**src/verilog/pls_consts.svh**
```systemverilog
/*
 Timing counts and fixed values for the PFC link start-up sequencer.
 Assumes a 200 MHz system clock; counts derive from times in microseconds.
*/
`ifndef PLS_CONSTS_SVH
`define PLS_CONSTS_SVH

`define PLS_CLK_MHZ         200
`define PLS_STATE_SET_US    48000
`define PLS_PFC_START_US    380000
`define PLS_NB_WIDTH_US     6000
`define PLS_BN_WIDTH_US     500
`define PLS_STOP_WIDTH_US   250
`define PLS_PULSE_GAP_US    4000
`define PLS_AC_LOSS_US      56000
`define PLS_XD_ON_US        1500
`define PLS_XD_OFF_US       500
`define PLS_US_TO_CYC(t)    ((t) * `PLS_CLK_MHZ)

`endif

```
**src/verilog/pls_pkg.sv**
```systemverilog
/*
 Types shared by the PFC link start-up sequencer.
 Assumes the constants header is compiled alongside.
*/
`default_nettype none

package pls_pkg;
	typedef enum logic [1:0] {
		PLS_LVL_LOW,
		PLS_LVL_MID,
		PLS_LVL_HIGH
	} pls_level_t;

	typedef struct packed {
		logic charge_stop;
		logic run_start;
		logic charge_restart;
		logic line_100v;
		logic ac_present;
		logic want_burst;
		logic pfc_stop_req;
	} pls_sense_t;

	typedef struct packed {
		logic pfc_switch_en;
		logic llc_switch_en;
		logic hv_charge_en;
		logic xcap_discharge;
	} pls_drive_t;
endpackage

`default_nettype wire

```
**src/verilog/pls_pulse_encoder.sv**
```systemverilog
/*
 Pulse-train encoder for mode commands sent to the PFC controller.
 Assumes the start strobe is a one-cycle pulse and sense inputs are synchronised.
*/
`include "pls_consts.svh"
`timescale 1ns/1ps
`default_nettype none

module pls_pulse_encoder #(
	parameter int unsigned NB_CYC   = `PLS_US_TO_CYC(`PLS_NB_WIDTH_US),
	parameter int unsigned BN_CYC   = `PLS_US_TO_CYC(`PLS_BN_WIDTH_US),
	parameter int unsigned STOP_CYC = `PLS_US_TO_CYC(`PLS_STOP_WIDTH_US),
	parameter int unsigned GAP_CYC  = `PLS_US_TO_CYC(`PLS_PULSE_GAP_US)
) (
	input  wire logic              sys_clk,
	input  wire logic              rstn,
	input  wire logic              start,
	input  wire logic              to_burst,
	input  wire logic              line_100v,
	input  wire logic              stop_req,
	output logic                   busy,
	output pls_pkg::pls_level_t    level
);
	import pls_pkg::*;

	typedef enum logic [1:0] {PE_IDLE, PE_PULSE, PE_GAP, PE_STOP} pe_state_t;

	pe_state_t           state_reg, state_next;
	logic [31:0]         cnt_reg, cnt_next;
	logic                second_reg, second_next;
	logic [31:0]         width_reg, width_next;
	pls_level_t          level_reg, level_next;

	always_comb begin
		state_next  = state_reg;
		cnt_next    = cnt_reg + 32'h1;
		second_next = second_reg;
		width_next  = width_reg;
		level_next  = level_reg;
		unique case (state_reg)
			PE_IDLE: begin
				cnt_next   = 32'h0;
				level_next = PLS_LVL_LOW;
				if (stop_req) begin
					state_next = PE_STOP;
					level_next = PLS_LVL_HIGH;
				end else if (start) begin
					state_next  = PE_PULSE;
					level_next  = PLS_LVL_MID;
					width_next  = to_burst ? NB_CYC : BN_CYC;
					second_next = line_100v;
				end
			end
			PE_PULSE: if (cnt_reg >= width_reg - 32'h1) begin
				cnt_next   = 32'h0;
				level_next = PLS_LVL_LOW;
				state_next = second_reg ? PE_GAP : PE_IDLE;
			end
			PE_GAP: if (cnt_reg >= GAP_CYC - 32'h1) begin
				cnt_next    = 32'h0;
				second_next = 1'b0;
				level_next  = PLS_LVL_MID;
				state_next  = PE_PULSE;
			end
			PE_STOP: begin
				// Square train: high for one width, low for the next, while stop holds
				if (cnt_reg >= STOP_CYC - 32'h1) begin
					cnt_next   = 32'h0;
					level_next = (level_reg == PLS_LVL_HIGH) ? PLS_LVL_LOW : PLS_LVL_HIGH;
					if (!stop_req && level_reg == PLS_LVL_HIGH) begin
						state_next = PE_IDLE;
						level_next = PLS_LVL_LOW;
					end
				end
			end
		endcase
	end

	always_ff @(posedge sys_clk or negedge rstn) begin
		if (!rstn) begin
			state_reg  <= PE_IDLE;
			cnt_reg    <= 32'h0;
			second_reg <= 1'b0;
			width_reg  <= 32'h0;
			level_reg  <= PLS_LVL_LOW;
		end else begin
			state_reg  <= state_next;
			cnt_reg    <= cnt_next;
			second_reg <= second_next;
			width_reg  <= width_next;
			level_reg  <= level_next;
		end
	end

	assign busy  = (state_reg != PE_IDLE);
	assign level = level_reg;

	mid_width_a: assert property (@(posedge sys_clk) disable iff (!rstn)
		(state_reg == PE_IDLE && start && !stop_req && !to_burst)
		|=> (level == PLS_LVL_MID) [*8])
		else $error("burst-to-normal pulse ended too early");

	stop_high_a: assert property (@(posedge sys_clk) disable iff (!rstn)
		(state_reg == PE_IDLE && stop_req) |=> level == PLS_LVL_HIGH)
		else $error("stop train did not start high");
endmodule // pls_pulse_encoder

`default_nettype wire

```
**src/verilog/pls_sequencer.sv**
```systemverilog
/*
 PFC link start-up sequencer: start-up phases, PFC mode commands, X-cap discharge.
 Assumes comparator inputs are raw levels and the strap is stable at start-up.
*/
`include "pls_consts.svh"
`timescale 1ns/1ps
`default_nettype none

// What this block does
// - In auto standby, PFC mode is commanded only by pulses on the mode pin.
// - Burst or normal decision changes trigger the matching command.
// - Normal-to-burst: mid-level 6ms pulses, two for 100V line, one for 200V.
// - Burst-to-normal: mid-level 0.5ms pulses, two for 100V, one for 200V.
// - PFC stop: continuous high-level 0.25ms pulses while stop is wanted.
// - On reaching charge-stop level, state setting runs at most 48ms.
// - Then, in auto standby only, a 380ms PFC start-up period allows only PFC switching.
// - In that period, run-start level enables PFC with LLC held off.
// - In that period, charge-restart level halts PFC; cycle repeats.
// - Period expiry stops PFC and enters combined operation.
// - In combined phase, run-start level enables PFC and LLC together.
// - High-voltage charging stays off while the auxiliary winding supplies power.
// - After AC loss, wait 56ms before X-cap discharge.
// - Discharge pulses on 1.5ms, off 0.5ms while active.
// - AC restoration ends the discharge at once.
// - Mode pin drives commands only if auto standby chosen at start-up.
module pls_sequencer #(
	parameter int unsigned SET_CYC   = `PLS_US_TO_CYC(`PLS_STATE_SET_US),
	parameter int unsigned PRE_CYC   = `PLS_US_TO_CYC(`PLS_PFC_START_US),
	parameter int unsigned LOSS_CYC  = `PLS_US_TO_CYC(`PLS_AC_LOSS_US),
	parameter int unsigned XON_CYC   = `PLS_US_TO_CYC(`PLS_XD_ON_US),
	parameter int unsigned XOFF_CYC  = `PLS_US_TO_CYC(`PLS_XD_OFF_US),
	parameter int unsigned NB_CYC    = `PLS_US_TO_CYC(`PLS_NB_WIDTH_US),
	parameter int unsigned BN_CYC    = `PLS_US_TO_CYC(`PLS_BN_WIDTH_US),
	parameter int unsigned STOP_CYC  = `PLS_US_TO_CYC(`PLS_STOP_WIDTH_US),
	parameter int unsigned GAP_CYC   = `PLS_US_TO_CYC(`PLS_PULSE_GAP_US)
) (
	input  wire logic              sys_clk,
	input  wire logic              rstn,
	input  wire pls_pkg::pls_sense_t sense_in,
	input  wire logic              auto_standby_strap,
	input  wire logic              mode_signal_pin_i,
	output pls_pkg::pls_level_t    mode_signal_pin_level,
	output logic                   mode_signal_pin_oe,
	output logic                   ext_standby_req,
	output pls_pkg::pls_drive_t    drive
);
	import pls_pkg::*;

	typedef enum logic [2:0] {
		SQ_CHARGE, SQ_SETTING, SQ_PRE_WAIT, SQ_PRE_RUN, SQ_JOINT_WAIT, SQ_RUN
	} sq_state_t;
	typedef enum logic [1:0] {XD_IDLE, XD_WAIT, XD_ON, XD_OFF} xd_state_t;

	pls_sense_t  sync1_reg, sync2_reg;
	always_ff @(posedge sys_clk or negedge rstn) begin
		if (!rstn) begin
			sync1_reg <= '0;
			sync2_reg <= '0;
		end else begin
			sync1_reg <= sense_in;
			sync2_reg <= sync1_reg;
		end
	end

	sq_state_t   sq_reg, sq_next;
	logic [31:0] sq_cnt_reg, sq_cnt_next;
	logic [31:0] pre_cnt_reg, pre_cnt_next;
	logic        auto_reg, auto_next;
	logic        burst_reg, burst_next;
	logic        cmd_start;
	logic        enc_busy;
	pls_level_t  enc_level;

	function automatic logic expired(input logic [31:0] cnt, input int unsigned lim);
		expired = (cnt >= lim - 32'h1);
	endfunction

	always_comb begin
		sq_next      = sq_reg;
		sq_cnt_next  = sq_cnt_reg + 32'h1;
		pre_cnt_next = pre_cnt_reg;
		auto_next    = auto_reg;
		unique case (sq_reg)
			SQ_CHARGE: begin
				sq_cnt_next = 32'h0;
				if (sync2_reg.charge_stop) begin
					sq_next   = SQ_SETTING;
					auto_next = auto_standby_strap;
				end
			end
			SQ_SETTING: if (expired(sq_cnt_reg, SET_CYC)) begin
				sq_cnt_next  = 32'h0;
				pre_cnt_next = 32'h0;
				sq_next      = auto_reg ? SQ_PRE_WAIT : SQ_JOINT_WAIT;
			end
			SQ_PRE_WAIT, SQ_PRE_RUN: begin
				pre_cnt_next = pre_cnt_reg + 32'h1;
				if (expired(pre_cnt_reg, PRE_CYC))
					sq_next = SQ_JOINT_WAIT;
				else if (sq_reg == SQ_PRE_WAIT && sync2_reg.run_start)
					sq_next = SQ_PRE_RUN;
				else if (sq_reg == SQ_PRE_RUN && sync2_reg.charge_restart)
					sq_next = SQ_PRE_WAIT;
			end
			SQ_JOINT_WAIT: if (sync2_reg.run_start)
				sq_next = SQ_RUN;
			SQ_RUN: sq_cnt_next = 32'h0;
		endcase
	end

	// Decision tracking only once joint switching runs; a pending stop holds the change
	// back, since stop wins in the encoder and the decision would otherwise be lost
	always_comb begin
		burst_next = burst_reg;
		cmd_start  = 1'b0;
		if (sq_reg == SQ_RUN && auto_reg && !sync2_reg.pfc_stop_req
			&& sync2_reg.want_burst != burst_reg) begin
			cmd_start  = !enc_busy;
			burst_next = enc_busy ? burst_reg : sync2_reg.want_burst;
		end
	end

	always_ff @(posedge sys_clk or negedge rstn) begin
		if (!rstn) begin
			sq_reg      <= SQ_CHARGE;
			sq_cnt_reg  <= 32'h0;
			pre_cnt_reg <= 32'h0;
			auto_reg    <= 1'b0;
			burst_reg   <= 1'b0;
		end else begin
			sq_reg      <= sq_next;
			sq_cnt_reg  <= sq_cnt_next;
			pre_cnt_reg <= pre_cnt_next;
			auto_reg    <= auto_next;
			burst_reg   <= burst_next;
		end
	end

	pls_pulse_encoder #(
		.NB_CYC   (NB_CYC),
		.BN_CYC   (BN_CYC),
		.STOP_CYC (STOP_CYC),
		.GAP_CYC  (GAP_CYC)
	) u_enc (
		.sys_clk   (sys_clk),
		.rstn      (rstn),
		.start     (cmd_start),
		.to_burst  (burst_next),
		.line_100v (sync2_reg.line_100v),
		.stop_req  (auto_reg && sq_reg == SQ_RUN && sync2_reg.pfc_stop_req),
		.busy      (enc_busy),
		.level     (enc_level)
	);

	// Pin drives only in auto standby; otherwise it is the external standby input
	assign mode_signal_pin_oe    = auto_reg;
	assign mode_signal_pin_level = auto_reg ? enc_level : PLS_LVL_LOW;
	assign ext_standby_req       = !auto_reg && sq_reg == SQ_RUN && mode_signal_pin_i;

	xd_state_t   xd_reg, xd_next;
	logic [31:0] xd_cnt_reg, xd_cnt_next;
	always_comb begin
		xd_next     = xd_reg;
		xd_cnt_next = xd_cnt_reg + 32'h1;
		if (sync2_reg.ac_present) begin
			xd_next     = XD_IDLE;
			xd_cnt_next = 32'h0;
		end else begin
			unique case (xd_reg)
				XD_IDLE: begin
					xd_next     = XD_WAIT;
					xd_cnt_next = 32'h0;
				end
				XD_WAIT: if (expired(xd_cnt_reg, LOSS_CYC)) begin
					xd_next     = XD_ON;
					xd_cnt_next = 32'h0;
				end
				XD_ON: if (expired(xd_cnt_reg, XON_CYC)) begin
					xd_next     = XD_OFF;
					xd_cnt_next = 32'h0;
				end
				XD_OFF: if (expired(xd_cnt_reg, XOFF_CYC)) begin
					xd_next     = XD_ON;
					xd_cnt_next = 32'h0;
				end
			endcase
		end
	end

	always_ff @(posedge sys_clk or negedge rstn) begin
		if (!rstn) begin
			xd_reg     <= XD_IDLE;
			xd_cnt_reg <= 32'h0;
		end else begin
			xd_reg     <= xd_next;
			xd_cnt_reg <= xd_cnt_next;
		end
	end

	always_comb begin
		drive.pfc_switch_en  = (sq_reg == SQ_PRE_RUN) || (sq_reg == SQ_RUN);
		drive.llc_switch_en  = (sq_reg == SQ_RUN);
		// Once running the auxiliary winding carries the supply
		drive.hv_charge_en   = (sq_reg != SQ_RUN);
		drive.xcap_discharge = (xd_reg == XD_ON);
	end

	llc_pre_off_a: assert property (@(posedge sys_clk) disable iff (!rstn)
		(sq_reg == SQ_PRE_RUN) |-> (drive.pfc_switch_en && !drive.llc_switch_en))
		else $error("LLC switching during PFC start-up");

	set_exit_a: assert property (@(posedge sys_clk) disable iff (!rstn)
		(sq_reg == SQ_SETTING) |-> (sq_cnt_reg < SET_CYC))
		else $error("state setting overran");

	pre_end_a: assert property (@(posedge sys_clk) disable iff (!rstn)
		(sq_reg inside {SQ_PRE_WAIT, SQ_PRE_RUN} && pre_cnt_reg == PRE_CYC - 1)
		|=> (sq_reg == SQ_JOINT_WAIT && !drive.pfc_switch_en))
		else $error("PFC start-up period did not end");

	xd_restore_a: assert property (@(posedge sys_clk) disable iff (!rstn)
		sync2_reg.ac_present |=> !drive.xcap_discharge)
		else $error("discharge continued after AC restored");

	xd_delay_a: assert property (@(posedge sys_clk) disable iff (!rstn)
		$rose(xd_reg == XD_WAIT) |-> !drive.xcap_discharge [*8])
		else $error("discharge began without delay");

	hv_off_a: assert property (@(posedge sys_clk) disable iff (!rstn)
		drive.llc_switch_en |-> !drive.hv_charge_en)
		else $error("charging path on in normal operation");

	pin_mode_a: assert property (@(posedge sys_clk) disable iff (!rstn)
		!auto_reg |-> (!mode_signal_pin_oe && !enc_busy))
		else $error("mode pin driven outside auto standby");

	cmd_gate_a: assert property (@(posedge sys_clk) disable iff (!rstn)
		cmd_start |-> (auto_reg && sq_reg == SQ_RUN && !enc_busy) ##1 enc_busy)
		else $error("command issued outside joint run");
endmodule // pls_sequencer

`default_nettype wire

```
**config.mk**
```make
export PLATFORM = sky130hd
export DESIGN_NAME = pls_sequencer
export DESIGN_NICKNAME = d
export VERILOG_FILES = /design/src/verilog/pls_pkg.sv /design/src/verilog/pls_pulse_encoder.sv /design/src/verilog/pls_sequencer.sv
export VERILOG_INCLUDE_DIRS = /design/src /design/src/verilog
export SDC_FILE = /design/constraint.sdc
export NUM_CORES = 1
export LEC_CHECK = 0
export BUFFER_PORTS_ARGS = -buffer_cell sky130_fd_sc_hd__buf_2
export CORE_UTILIZATION = 52
export CTS_BUF_LIST = sky130_fd_sc_hd__clkbuf_4
export DETAILED_ROUTE_END_ITERATION = 6
export PLACE_DENSITY = 0.68
export SYNTH_ARGS = -nofsm -noshare
export SYNTH_HDL_FRONTEND = slang
export SYNTH_SLANG_ARGS = --single-unit
```
**constraint.sdc**
```tcl
create_clock -name sys_clk -period 8.3 [get_ports sys_clk]
set_clock_uncertainty 0.1 [all_clocks]
set_input_delay 1.245 -clock sys_clk [delete_from_list [all_inputs] [get_ports sys_clk]]
set_output_delay 1.245 -clock sys_clk [all_outputs]
set_load 0.02 [all_outputs]
```
## Word-level counts from Yosys, hierarchy flattened

Cells that the tools add are included.

- Add/subtract/negate cells: 5
- Magnitude comparators: 8
- Eq/ne operators: 28
- Muxes and demuxes: 50
- Bitwise logic cells: 1
- Reduce and logical (&&, ||, !) cells: 31

Operator list:

| kind | number |
|---|---|
| $mux 32 | 9 |
| $pmux 32 s4 | 2 |
| $add 32x1->32 const B | 4 |
| $pmux 32 s2 | 2 |
| $ge 32x24->1 const B | 2 |
| $mux 2 | 17 |
| $ge 32x16->1 const B | 1 |
| $ge 32x17->1 const B | 1 |
| $ge 32x19->1 const B | 1 |
| $ge 32x20->1 const B | 1 |
| $ge 32x27->1 const B | 1 |
| $ge 32x32->1 | 1 |
| $sub 32x1->32 const B | 1 |
| $pmux 2 s4 | 3 |
| $mux 21 | 1 |
| $mux 3 | 7 |
| $pmux 3 s4 | 1 |
| $eq 2x2->1 const B | 5 |
| $ne 2x2->1 const B | 5 |
| $reduce_and 5->1 | 2 |
| $logic_and 1x1->1 | 9 |
| $ne 3x3->1 const B | 3 |
| $reduce_and 3->1 | 3 |
| $ne 2x1->1 const B | 4 |
| 20 further kinds | 37 |

- Bits in registers: 186
- Input bits: 11
- Output and inout port bits: 8
- Word-level logic and storage cells: 149

## Longest topological paths before layout

Gate-level depths: netlist (run 1).

- Word-level depth: 8
- Gate-level depth with buffers: 13

## By module

From an unflattened synthesis (run 1), not the netlist that was laid out.

- Cell total of the unflattened synthesis: 902
- Area, all modules: 8,560.7 sq um

Modules (own cells, without submodules):

| module | times used | cells each | area an instance (sq um) | sequential area each (sq um) |
|---|---|---|---|---|
| pls_sequencer | 1 | 596 | 5,833.1 | 2,927.8 |
| pls_pulse_encoder | 1 | 306 | 2,727.6 | 1,001.0 |

## Worst setup path after synthesis (run 1)

No wires, ideal clock.

- Path kind: reg-to-reg
- From: register u_enc.width_reg[17]
- To: register u_enc.level_reg[1] (netlist: u_enc.level[1])
- Setup time: 125 ps
- Arrival: 3,229 ps
- Required time: 8,075 ps
- Path slack: 4,846 ps
- Stages on the path, launching flop included: 13
- Buffers on the path: 3
- Period minus slack after synthesis: 3,454 ps
- Cells stage by stage: dfrtp_1 clkbuf_1 nor3_1 clkbuf_1 inv_1 ha_1 and4_1 and3_1 a22o_1 or4_1 and3_1 clkbuf_1 mux2_2

- Word-level cells in the longest chain between the ends: 4

Ends and longest elaborated chain:

| what | line | RTL |
|---|---|---|
| start, declared | pls_pulse_encoder.sv:31 | `logic [31:0] width_reg, width_next;` |
| start signal, assigned | pls_pulse_encoder.sv:90 | `width_reg <= width_next;` |
| $sub 32x1->32 | pls_pulse_encoder.sv:54 | `PE_PULSE: if (cnt_reg >= width_reg - 32'h1) begin` |
| $ge 32x32->1 | pls_pulse_encoder.sv:54 |  |
| $ne 2x1->1 (no line) | n/a |  |
| $reduce_and 3->1 (no line) | n/a |  |
| end signal, assigned | pls_pulse_encoder.sv:91 | `level_reg <= level_next;` |
| end, declared | pls_pulse_encoder.sv:32 | `pls_level_t level_reg, level_next;` |

Every way passes these cells.
A chain may end at the register's enable or synchronous reset.

## Final worst setup path (run 1)

- From: register u_enc.width_reg[16]
- To: register u_enc.level_reg[1] (netlist: u_enc.level[1])

Same word-level chain as after synthesis.

==> reports/metrics.cfg, run 1 <==
[cells_and_area]
final_cell_count_no_fill=1140
synth_to_layout_area_growth_pct=7.24
design.final.nets=953
fill_cell_instance_count_of_the_final_layout=1429
mostFrequentLayoutCell=sky130_fd_sc_hd__dfrtp_1
drive_above_1_share_pct=8.13
mostFrequentLayoutCells=sky130_fd_sc_hd__dfrtp_1 (157), sky130_fd_sc_hd__nor2_1 (138), sky130_fd_sc_hd__xnor2_1 (67)

[worst_setup_path]
timing_endpoint_of_the_critical_path=u_enc.level[1]
criticalPathCategory=flop to flop
cp_data_required_time_ns=8.66
worstPathArrival_ns=3.75
critical_path.max_fanout=34
reg2regPathDepth=11
worstSetupStartpoint=u_enc.width_reg[16]
critical_path.endpoint_type=flop
regToRegStartpoint=u_enc.width_reg[16]
r2r-end=u_enc.level[1]
critPathLaunchType=flop
setup.reg_to_reg.worst_slack_ns=4.91

[power]
irDropWorstVdd_v=0.000173
power.leakage_nw=3.87
pwr_per_cell_area_nw_per_um2=211

[logic_synthesis]
synth-edff-count=0
yosys.cell_types.count=59
postSynthCellCount=894
ys_warn_count=0
mappedNetlistArea_um2=8420
largest_area_contributor_in_the_netlist=sky130_fd_sc_hd__dfrtp_1
synthFlopType=sky130_fd_sc_hd__dfrtp_1
ys_top_cells_by_area=sky130_fd_sc_hd__dfrtp_1 (47%), sky130_fd_sc_hd__xnor2_1 (7.0%), sky130_fd_sc_hd__nor2_1 (6.2%)
ys_seq_area_share_pct=46.7
async_reset_ff_share_pct=100
yosys.area.top_type_share_pct=46.7
postSynthRegisterBits=157
synthesis.area_per_instance_um2=9.41

[placement]
place_hpwl_mm=11.0
post-place-ws_ns=4.97
place.gp.congestion=0.861
numPortBuffers=18
dp.cells=1107

[sta]
hold_slack_ns=0.265
final.period_utilization_pct=40.8
fin_setup_tns_ns=0
grt_setup_unrepaired=false
maxClockFrequency_mhz=295
min_period_ns=3.39
slew_headroom_pct=38.3
timing_hold_violations_final=0
setup_slack_ns=4.91
setup-violations-final=0
maxSlewViolCount=0
worst-slew-pin-transition_ns=0.926

[clock_tree]
clock_tree.buffer_depth=2
tritoncts_num_sinks=157
cts_setup_buffers=0
ctsHoldBuffers=0
numCtsBuffers=17
tritoncts=yes
clkLatencyLatePin_ns=0.58
ctsRootBufferMaster=sky130_fd_sc_hd__clkbuf_4
cts_htree_levels=4
cts.clk_slew.worst_paths_ns=0.14
cts-resized-gates=0

[global_routing]
grt_remaining_overflow=0
grt_max_degree=94
gr-usage-all-layers_pct=21.4
met2_usage_pct=33.4
number_of_global_route_vias_before_repair=5904
global_route.usage.met3_pct=4.62
global_route.usage.met1_pct=30.1
antenna_found_initial=1
grt_most_used_layer=met2
grt_pass1_wl_mm=28.2

[routing]
drt_drc_violations_left=0
dr.first_iter.drc_count=418
drt-wirelength-per-cell_um=14.2
wl_mm=16.2
first_pass_iters=6
routed_via_density=5.47
ant_nets=0
route.vias.total=6240

[floorplan]
design.portCount=19
placement_rows=46
dieArea_um2=16700
die-height_um=129
die_w_um=129
placeable_core_area_um2=15800
floorplan.initialDensity_pct=53.2

[job]
max_cap_violations=0

[outcome]
outcome=finished, final reports clean

[worst_hold_path]
holdCritPathClass=flop to flop

metal layers:
| metal | part of all wire (%) | routed length (um) |
|---|---|---|
| met1 | 51 | 8220 |
| met2 | 45 | 7240 |
| met3 | 3.4 | 545 |
| met4 | 0.93 | 150 |
| met5 | 0 | 0 |
worst max-delay path: stages (launching register included):
cell and delay [ns]:
sky130_fd_sc_hd__dfrtp_1 0.50, sky130_fd_sc_hd__inv_1 0.07, sky130_fd_sc_hd__ha_1 0.27, sky130_fd_sc_hd__a21oi_1 0.19, sky130_fd_sc_hd__ha_1 0.25, sky130_fd_sc_hd__and4_1 0.23
sky130_fd_sc_hd__and3_1 0.18, sky130_fd_sc_hd__a22o_1 0.23, sky130_fd_sc_hd__or4_1 0.52, sky130_fd_sc_hd__and3_1 0.19, sky130_fd_sc_hd__buf_4 0.24, sky130_fd_sc_hd__mux2_2 0.30
worst min path at each step:
stage / from / end / cells after the start
2_1_floorplan: sync1_reg[0] / sync2_reg[0] / 0
3_3_place_gp: sync1_reg[3] / sync2_reg[3] / 0
3_5_place_dp: sync1_reg[4] / sync2_reg[4] / 0
4_1_cts: sync1_reg[0] / sync2_reg[0] / 0
5_1_grt: sync1_reg[0] / sync2_reg[0] / 0
6_report: sync1_reg[0] / sync2_reg[0] / 0
per-stage QoR:
stage	utilization (%)	area, um2	power, mW
6_report	57.0	9020	1.90
5_1_grt	57.0	9020	2.04
4_1_cts	57.0	9020	1.93
3_5_place_dp	55.2	8740	1.48
3_3_place_gp	55.2	8740	1.46
2_1_floorplan	-	8440	1.32
Yosys cell counts (4+ instances only):
master / count
sky130_fd_sc_hd__nor3_1: 43
sky130_fd_sc_hd__nor2_1: 138
sky130_fd_sc_hd__ha_1: 32
sky130_fd_sc_hd__a21o_1: 7
sky130_fd_sc_hd__inv_1: 23
sky130_fd_sc_hd__mux2_2: 5
sky130_fd_sc_hd__or4_1: 4
sky130_fd_sc_hd__nor3b_1: 5
sky130_fd_sc_hd__nand3_1: 47
sky130_fd_sc_hd__or2_2: 5
sky130_fd_sc_hd__nor4_1: 31
sky130_fd_sc_hd__a21oi_1: 28
sky130_fd_sc_hd__xor2_1: 43
sky130_fd_sc_hd__buf_2: 4
sky130_fd_sc_hd__nor4b_1: 7
sky130_fd_sc_hd__dfrtp_1: 157
sky130_fd_sc_hd__o21a_1: 4
sky130_fd_sc_hd__xnor2_1: 67
sky130_fd_sc_hd__nand2_1: 60
sky130_fd_sc_hd__nand2b_1: 6
sky130_fd_sc_hd__and4_1: 11
sky130_fd_sc_hd__nand4_1: 29
sky130_fd_sc_hd__o211ai_1: 6
sky130_fd_sc_hd__or3_1: 7
sky130_fd_sc_hd__and2_1: 6
sky130_fd_sc_hd__clkbuf_1: 29
sky130_fd_sc_hd__o21ai_0: 17
sky130_fd_sc_hd__nor2b_1: 9
sky130_fd_sc_hd__and3_1: 23
kinds of logic (layout without fill, tap and decap cells):
kind of cell / Yosys count / in the layout / share of synthesized area (%)
adder cells (fa/ha/maj): 32 / 32 / 4.76
buffers and inverters: 58 / 80 / 2.66
flip-flops: 157 / 157 / 46.7
other: 1 / 9 / 0.0446
AO/OA/AOI/OAI: 89 / 89 / 6.84
XOR/XNOR: 110 / 110 / 11.4
AND/OR/NAND/NOR: 442 / 442 / 26.9
multiplexers: 5 / 5 / 0.669
final cells by class:
cell class                 instances  area, um2  share of cell area [%]
antenna                            1       2.50                  0.0277
clock buffer                      17        128                    1.41
clock inverter                    15        153                    1.69
inverter                          23       86.3                   0.957
multi-input combinational        686       4310                    47.7
sequential                       157       3930                    43.5
tap                              216        270                    2.99
timing repair buffer              25        149                    1.65
where the power goes:
| group | switching (mW) | leakage (nW) | internal [mW] |
|---|---|---|---|
| sequential | 0.0825 | 2.10 | 0.824 |
| combinational | 0.344 | 1.62 | 0.207 |
| clock | 0.313 | 0.146 | 0.134 |
(Power assumes the default switching activity.)
==> run 2, diff against run 1 <==
--- a/config.mk
+++ b/config.mk
@@ -10,7 +10,7 @@
 export CORE_UTILIZATION = 52
 export CTS_BUF_LIST = sky130_fd_sc_hd__clkbuf_4
 export DETAILED_ROUTE_END_ITERATION = 6
-export PLACE_DENSITY = 0.68
+export PLACE_DENSITY = 0.71
 export SYNTH_ARGS = -nofsm -noshare
 export SYNTH_HDL_FRONTEND = slang
 export SYNTH_SLANG_ARGS = --single-unit
==> constraint.sdc (replaced) <==
create_clock -name sys_clk -period 2.9 [get_ports sys_clk]
set_clock_uncertainty 0.1 [all_clocks]
set_input_delay 0.435 -clock sys_clk [delete_from_list [all_inputs] [get_ports sys_clk]]
set_output_delay 0.435 -clock sys_clk [all_outputs]
set_load 0.02 [all_outputs]
==> run 2 against run 1 <==
The run now ends with setup timing left. Design area is 7.3% higher. Worst hold slack worse by 0.0024 ns. Clock power grew to 3.0 times the previous value. Global-route usage is 0.70 points higher. Register-to-register slack worse by 5.0 ns. Critical path type unchanged. Largest power group unchanged.
==> reports/metrics.cfg, run 2 (synthesis gave the netlist of run 1 again) <==
[power]
irDropWorstVdd_v=0.000517  ; was 0.000173 V
pwr_per_cell_area_nw_per_um2=644  ; was 211 nW/um2
total_power_mw=6.24  ; was 1.90 mW
power.leakage_nw=4.11  ; was 3.87 nW

[placement]
dp.cells=1139  ; was 1107
numPortBuffers=18  ; unchanged
place_hpwl_mm=11.5  ; was 11.0 mm
place.gp.congestion=0.831  ; was 0.861

[worst_setup_path]
cp_data_required_time_ns=3.24  ; was 8.66 ns
critPathLaunchType=flop  ; unchanged
critical_path.max_fanout=4  ; was 34
worstPathArrival_ns=3.34  ; was 3.75 ns
criticalPathCategory=flop to flop  ; unchanged
critical_path.endpoint_type=flop  ; unchanged

[clock_tree]
cts.clk_slew.worst_paths_ns=0.14  ; about the same
tritoncts=yes  ; unchanged
clkLatencyLatePin_ns=0.54  ; was 0.58 ns
tritoncts_num_sinks=157  ; unchanged
clock_tree.buffer_depth=2  ; unchanged
numCtsBuffers=17  ; unchanged
cts_htree_levels=4  ; unchanged
ctsRootBufferMaster=sky130_fd_sc_hd__clkbuf_4  ; unchanged

[floorplan]
placeable_core_area_um2=15800  ; unchanged
design.portCount=19  ; unchanged
die-height_um=129  ; unchanged
placement_rows=46  ; unchanged
dieArea_um2=16700  ; unchanged
floorplan.initialDensity_pct=53.2  ; unchanged
die_w_um=129  ; unchanged

[cells_and_area]
drive_above_1_share_pct=15.8  ; was 8.13%
mostFrequentLayoutCell=sky130_fd_sc_hd__dfrtp_1  ; unchanged
mostFrequentLayoutCells=sky130_fd_sc_hd__dfrtp_1 (156), sky130_fd_sc_hd__nor2_1 (121), sky130_fd_sc_hd__xnor2_1 (67)  ; was sky130_fd_sc_hd__dfrtp_1 (157), sky130_fd_sc_hd__nor2_1 (138), sky130_fd_sc_hd__xnor2_1 (67)
fill_cell_instance_count_of_the_final_layout=1342  ; was 1429
multi_input_logic_area_um2=4530  ; was 4310 um2
design.final.nets=999  ; was 953
synth_to_layout_area_growth_pct=15.0  ; was 7.24%
final_cell_count_no_fill=1186  ; was 1140
ff_latch_area_um2=3930  ; about the same

[sta]
maxClockFrequency_mhz=334  ; was 295 MHz
setup_slack_ns=-0.0963  ; was 4.91 ns
setup-violations-final=31  ; was 0
worst-slew-pin-transition_ns=0.748  ; was 0.926 ns
timing_hold_violations_final=0  ; unchanged
grt_setup_unrepaired=true  ; was false
min_period_ns=3.00  ; was 3.39 ns
maxSlewViolCount=0  ; unchanged
final.period_utilization_pct=103  ; was 40.8%
slew_headroom_pct=49.7  ; was 38.3%

[global_routing]
number_of_global_route_vias_before_repair=6220  ; was 5904
grt_remaining_overflow=0  ; unchanged
grt_max_degree=64  ; was 94
grt_pass1_wl_mm=29.3  ; was 28.2 mm
antenna_found_initial=1  ; unchanged
gr-usage-all-layers_pct=22.1  ; was 21.4%

[routing]
ant_nets=0  ; unchanged
route.vias.total=6429  ; was 6240
drt-wirelength-per-cell_um=14.2  ; about the same
wl_mm=16.9  ; was 16.2 mm
drt_drc_violations_left=0  ; unchanged
routed_via_density=5.42  ; was 5.47
dr.first_iter.drc_count=312  ; was 418
first_pass_iters=4  ; was 6

[outcome]
failed_checks=setup timing
outcome=finished with violations  ; was finished, final reports clean

[job]
max_cap_violations=0  ; unchanged

[worst_hold_path]
holdCritPathClass=flop to flop  ; unchanged

-- run 2: power breakdown --
| part | switching, mW | leakage (nW) | internal (mW) |
|---|---|---|---|
| Clock | 0.821 | 0.156 | 0.526 |
| Combinational | 1.33 | 1.86 | 1.04 |
| Sequential | 0.159 | 2.10 | 2.36 |
-- run 2: final cells by class --
type	instances	share of cell area, %
clock buffers	17	1.32
repair buffers	71	5.82
well taps	216	2.79
clock inverters	15	1.68
diodes	1	0.0259
inverters	23	0.957
flip-flops and latches	157	40.6
multi-input cells	686	46.8
-- run 2: worst max-delay path, stage by stage, from the launching register on --
cell                      delay [ns]
sky130_fd_sc_hd__dfrtp_1        0.43
sky130_fd_sc_hd__buf_4          0.15
sky130_fd_sc_hd__buf_4          0.14
sky130_fd_sc_hd__nor2_4         0.11
sky130_fd_sc_hd__a21oi_1        0.08
sky130_fd_sc_hd__ha_1           0.28
sky130_fd_sc_hd__and3_4         0.17
sky130_fd_sc_hd__and3_4         0.17
sky130_fd_sc_hd__a22o_1         0.25
sky130_fd_sc_hd__or4_4          0.49
sky130_fd_sc_hd__and3_4         0.22
sky130_fd_sc_hd__mux2_4         0.30
-- run 2: repair_timing --
item / in CTS / in global routing
hold endpoints to repair: 69 / 0
resized for setup: 23 / 25
endpoints found under the setup margin: 35 / 48
hold buffers: 9 / 0
cloned: 2 / 0
setup buffers: 5 / 0
pin swaps: 8 / 12
-- run 2: per-layer routing --
metal / vias up / wire (um) / global-route usage, %
li1: 3253 / - / -
met3: 20 / 487 / 4.13
met2: 84 / 7780 / 34.5
met5: - / 0 / 0
met4: 0 / 262 / 7.27
met1: 3072 / 8340 / 31.0
-- run 2: worst paths after layout --
kind | slack, ns | start | cells after the start | to
max | -0.1 | u_enc.width_reg[17] | 11 | u_enc.level[1]
min | 0.26 | sync1_reg[5] | 0 | sync2_reg[5]
max reg2reg | -0.1 | u_enc.width_reg[17] | 11 | u_enc.level[1]
min reg2reg | 0.26 | sync1_reg[5] | 0 | sync2_reg[5]
max in group asynchronous | 1.70 | rstn | 3 | u_enc.cnt_reg[24]
min in group asynchronous | 0.33 | rstn | 2 | xd_cnt_reg[0]
-- run 2: through the flow --
step           setup TNS (ns)  worst slack (ns)  hold WS, ns  utilization (%)  area [um2]
3_5_place_dp            -2.94            -0.118        0.235             57.3        9070
4_1_cts                 -1.15           -0.0676        0.264             60.9        9630
2_1_floorplan           -2.40            -0.132       0.0394                -        8510
6_report                -1.07           -0.0963        0.263             61.2        9680
5_1_grt                 -5.01            -0.204        0.271             61.2        9680
3_3_place_gp           -0.287           -0.0185        0.234             57.3        9070
==> run 3, diff against run 2 <==
--- a/config.mk
+++ b/config.mk
@@ -7,10 +7,13 @@
 export NUM_CORES = 1
 export LEC_CHECK = 0
 export BUFFER_PORTS_ARGS = -buffer_cell sky130_fd_sc_hd__buf_2
+export CORE_MARGIN = 3
 export CORE_UTILIZATION = 52
 export CTS_BUF_LIST = sky130_fd_sc_hd__clkbuf_4
 export DETAILED_ROUTE_END_ITERATION = 6
+export GPL_TIMING_DRIVEN = 0
 export PLACE_DENSITY = 0.71
+export RECOVER_POWER = 100
 export SYNTH_ARGS = -nofsm -noshare
 export SYNTH_HDL_FRONTEND = slang
 export SYNTH_SLANG_ARGS = --single-unit
==> run 3 against run 2 <==
The run ends with capacitance limit, slew limit, setup timing left. Wire length increased by 4.0%. Clock power increased by 15%. Count of clock-buffer cells in the layout increased by 1. Flip-flop and latch count unchanged. Register-to-register slack got worse by 0.05 ns. Fmax decreased by 1.6%. Sequential power about the same. Setup slack got worse by 0.050 ns. Die area increased by 6.3%. First-iteration DRC count increased by 76%. Sequential share of layout area decreased by 0.053 points.
==> reports/metrics.cfg, run 3 (synthesis gave the netlist of run 1 again) <==
[global_routing]
global_route.usage.met3_pct=3.89  ; was 4.13%
global_route.usage.met1_pct=30.0  ; was 31.0%
grt_max_degree=81  ; was 64
antenna_found_initial=1  ; unchanged
gr-usage-all-layers_pct=20.8  ; was 22.1%
grt_pass1_wl_mm=30.4  ; was 29.3 mm
met2_usage_pct=31.7  ; was 34.5%
number_of_global_route_vias_before_repair=6417  ; was 6220
grt_remaining_overflow=0  ; unchanged
grt_most_used_layer=met2  ; unchanged

[worst_hold_path]
holdCritPathClass=flop to flop  ; unchanged

[routing]
dr.first_iter.drc_count=548  ; was 312
routed_via_density=5.55  ; was 5.42
route.vias.total=6581  ; was 6429
drt_drc_violations_left=0  ; unchanged
ant_nets=0  ; unchanged
wl_mm=17.6  ; was 16.9 mm
first_pass_iters=5  ; was 4
drt-wirelength-per-cell_um=14.8  ; was 14.2 um

[sta]
maxSlewViolCount=81  ; was 0
final.period_utilization_pct=105  ; was 103%
timing_hold_violations_final=0  ; unchanged
setup_slack_ns=-0.146  ; was -0.0963 ns
slew_headroom_pct=-29.1  ; was 49.7%
worst-slew-pin-transition_ns=1.94  ; was 0.748 ns
min_period_ns=3.05  ; was 3.00 ns
setup-violations-final=34  ; was 31
grt_setup_unrepaired=true  ; unchanged
maxClockFrequency_mhz=328  ; was 334 MHz

[placement]
place.gp.congestion=0.825  ; was 0.831
place_hpwl_mm=12.0  ; was 11.5 mm
dp.cells=1131  ; was 1139
numPortBuffers=18  ; unchanged
dpl-instance-area_um2=8900  ; was 9070 um2

[floorplan]
placement_rows=45  ; was 46
floorplan.initialDensity_pct=54.2  ; was 53.2%
die_w_um=133  ; was 129 um
placeable_core_area_um2=15500  ; was 15800 um2
dieArea_um2=17700  ; was 16700 um2
die-height_um=133  ; was 129 um
design.portCount=19  ; unchanged

[worst_setup_path]
critical_path.max_fanout=7  ; was 4
critPathLaunchType=flop  ; unchanged
criticalPathCategory=flop to flop  ; unchanged
worstSetupStartpoint=u_enc.width_reg[16]  ; was u_enc.width_reg[17]
critical_path.endpoint_type=flop  ; unchanged
cp_data_required_time_ns=3.26  ; was 3.24 ns
worstPathArrival_ns=3.41  ; was 3.34 ns
r2r-end=u_enc.level[1]  ; unchanged
timing_endpoint_of_the_critical_path=u_enc.level[1]  ; unchanged
setup.reg_to_reg.worst_slack_ns=-0.15  ; was -0.1 ns
regToRegStartpoint=u_enc.width_reg[16]  ; was u_enc.width_reg[17]
reg2regPathDepth=10  ; was 11

[clock_tree]
cts_htree_levels=4  ; unchanged
clock_tree.buffer_depth=2  ; unchanged
tritoncts=yes  ; unchanged
tritoncts_num_sinks=157  ; unchanged
ctsRootBufferMaster=sky130_fd_sc_hd__clkbuf_4  ; unchanged
numCtsBuffers=17  ; unchanged
cts.clk_slew.worst_paths_ns=0.14  ; about the same
clkLatencyLatePin_ns=0.57  ; was 0.54 ns

[power]
irDropWorstVdd_v=0.000440  ; was 0.000517 V
power.leakage_nw=4.06  ; was 4.11 nW
pwr_per_cell_area_nw_per_um2=668  ; was 644 nW/um2

[cells_and_area]
final_area_um2=9700  ; was 9680 um2
synth_to_layout_area_growth_pct=15.2  ; was 15.0%
design.final.nets=1003  ; was 999
final_cell_count_no_fill=1185  ; was 1186
mostFrequentLayoutCell=sky130_fd_sc_hd__dfrtp_1  ; unchanged
drive_above_1_share_pct=13.9  ; was 15.8%
mostFrequentLayoutCells=sky130_fd_sc_hd__dfrtp_1 (154), sky130_fd_sc_hd__nor2_1 (129), sky130_fd_sc_hd__xnor2_1 (67)  ; was sky130_fd_sc_hd__dfrtp_1 (156), sky130_fd_sc_hd__nor2_1 (121), sky130_fd_sc_hd__xnor2_1 (67)

[job]
max_cap_violations=1  ; was 0

[outcome]
outcome=finished with violations  ; unchanged
failed_checks=capacitance limit, slew limit, setup timing  ; was setup timing

-- run 3: critical path: stages, from the launching register on --
cell and delay, ns:
sky130_fd_sc_hd__dfrtp_2 0.48, sky130_fd_sc_hd__nor3_4 0.25, sky130_fd_sc_hd__buf_8 0.18, sky130_fd_sc_hd__inv_6 0.04, sky130_fd_sc_hd__ha_4 0.20, sky130_fd_sc_hd__and4_4 0.20
sky130_fd_sc_hd__a21o_1 0.17, sky130_fd_sc_hd__a211o_1 0.26, sky130_fd_sc_hd__or4_4 0.51, sky130_fd_sc_hd__and3_4 0.25, sky130_fd_sc_hd__mux2_4 0.30
-- run 3: stage by stage --
step	hold WS, ns	worst slack (ns)	util [%]	TNS (ns)	power [mW]
final	0.265	-0.146	62.4	-2.27	6.48
after global routing	0.273	-0.243	62.4	-7.86	6.92
after CTS	0.265	-0.117	61.2	-2.07	6.25
after detailed placement	0.235	-0.578	57.3	-18.84	4.44
after global placement	0.232	-1.33	57.0	-182.11	4.40
after floorplan	0.0394	-0.132	-	-2.40	3.88
-- run 3: area by class of cell --
cell class,count,area (um2)
fill,1351,5840
multi-input combinational,686,4600
sequential,157,3930
timing repair buffer,42,297
tap,211,264
clock inverter,14,205
buffer,33,165
clock buffer,18,135
inverter,23,98.8
antenna,1,2.50
-- run 3: worst min-delay path by stage --
stage                            start            to  slack, ns  cells past startpoint
final                     sync1_reg[5]  sync2_reg[5]       0.26                      0
after global placement    sync1_reg[1]  sync2_reg[1]       0.23                      0
after global routing      sync1_reg[4]  sync2_reg[4]       0.27                      0
after CTS                 sync1_reg[5]  sync2_reg[5]       0.26                      0
after detailed placement  sync1_reg[1]  sync2_reg[1]       0.23                      0
after floorplan                   rstn     burst_reg       0.04                      0
-- run 3: report_power, final --
group	switching [mW]	total (mW)	leakage, nW	internal [mW]
combinational	1.40	2.40	1.79	0.991
clock	0.836	1.55	0.175	0.713
sequential	0.167	2.53	2.10	2.36
-- run 3: what timing repair did --
item                       4_1_cts  5_1_grt
hold buffers                     9        0
pin swaps                        9        7
buffers inserted                10        4
hold endpoints to repair        87        0
setup endpoints to repair       53      111
gates resized for setup         29       46
-- run 3: layer usage --
layer / part of all wire [%] / vias up
met1: 49 / 3189
met3: 2.9 / 24
met2: 46 / 100
met4: 1.4 / 0
li1: - / 3268
met5: 0 / -
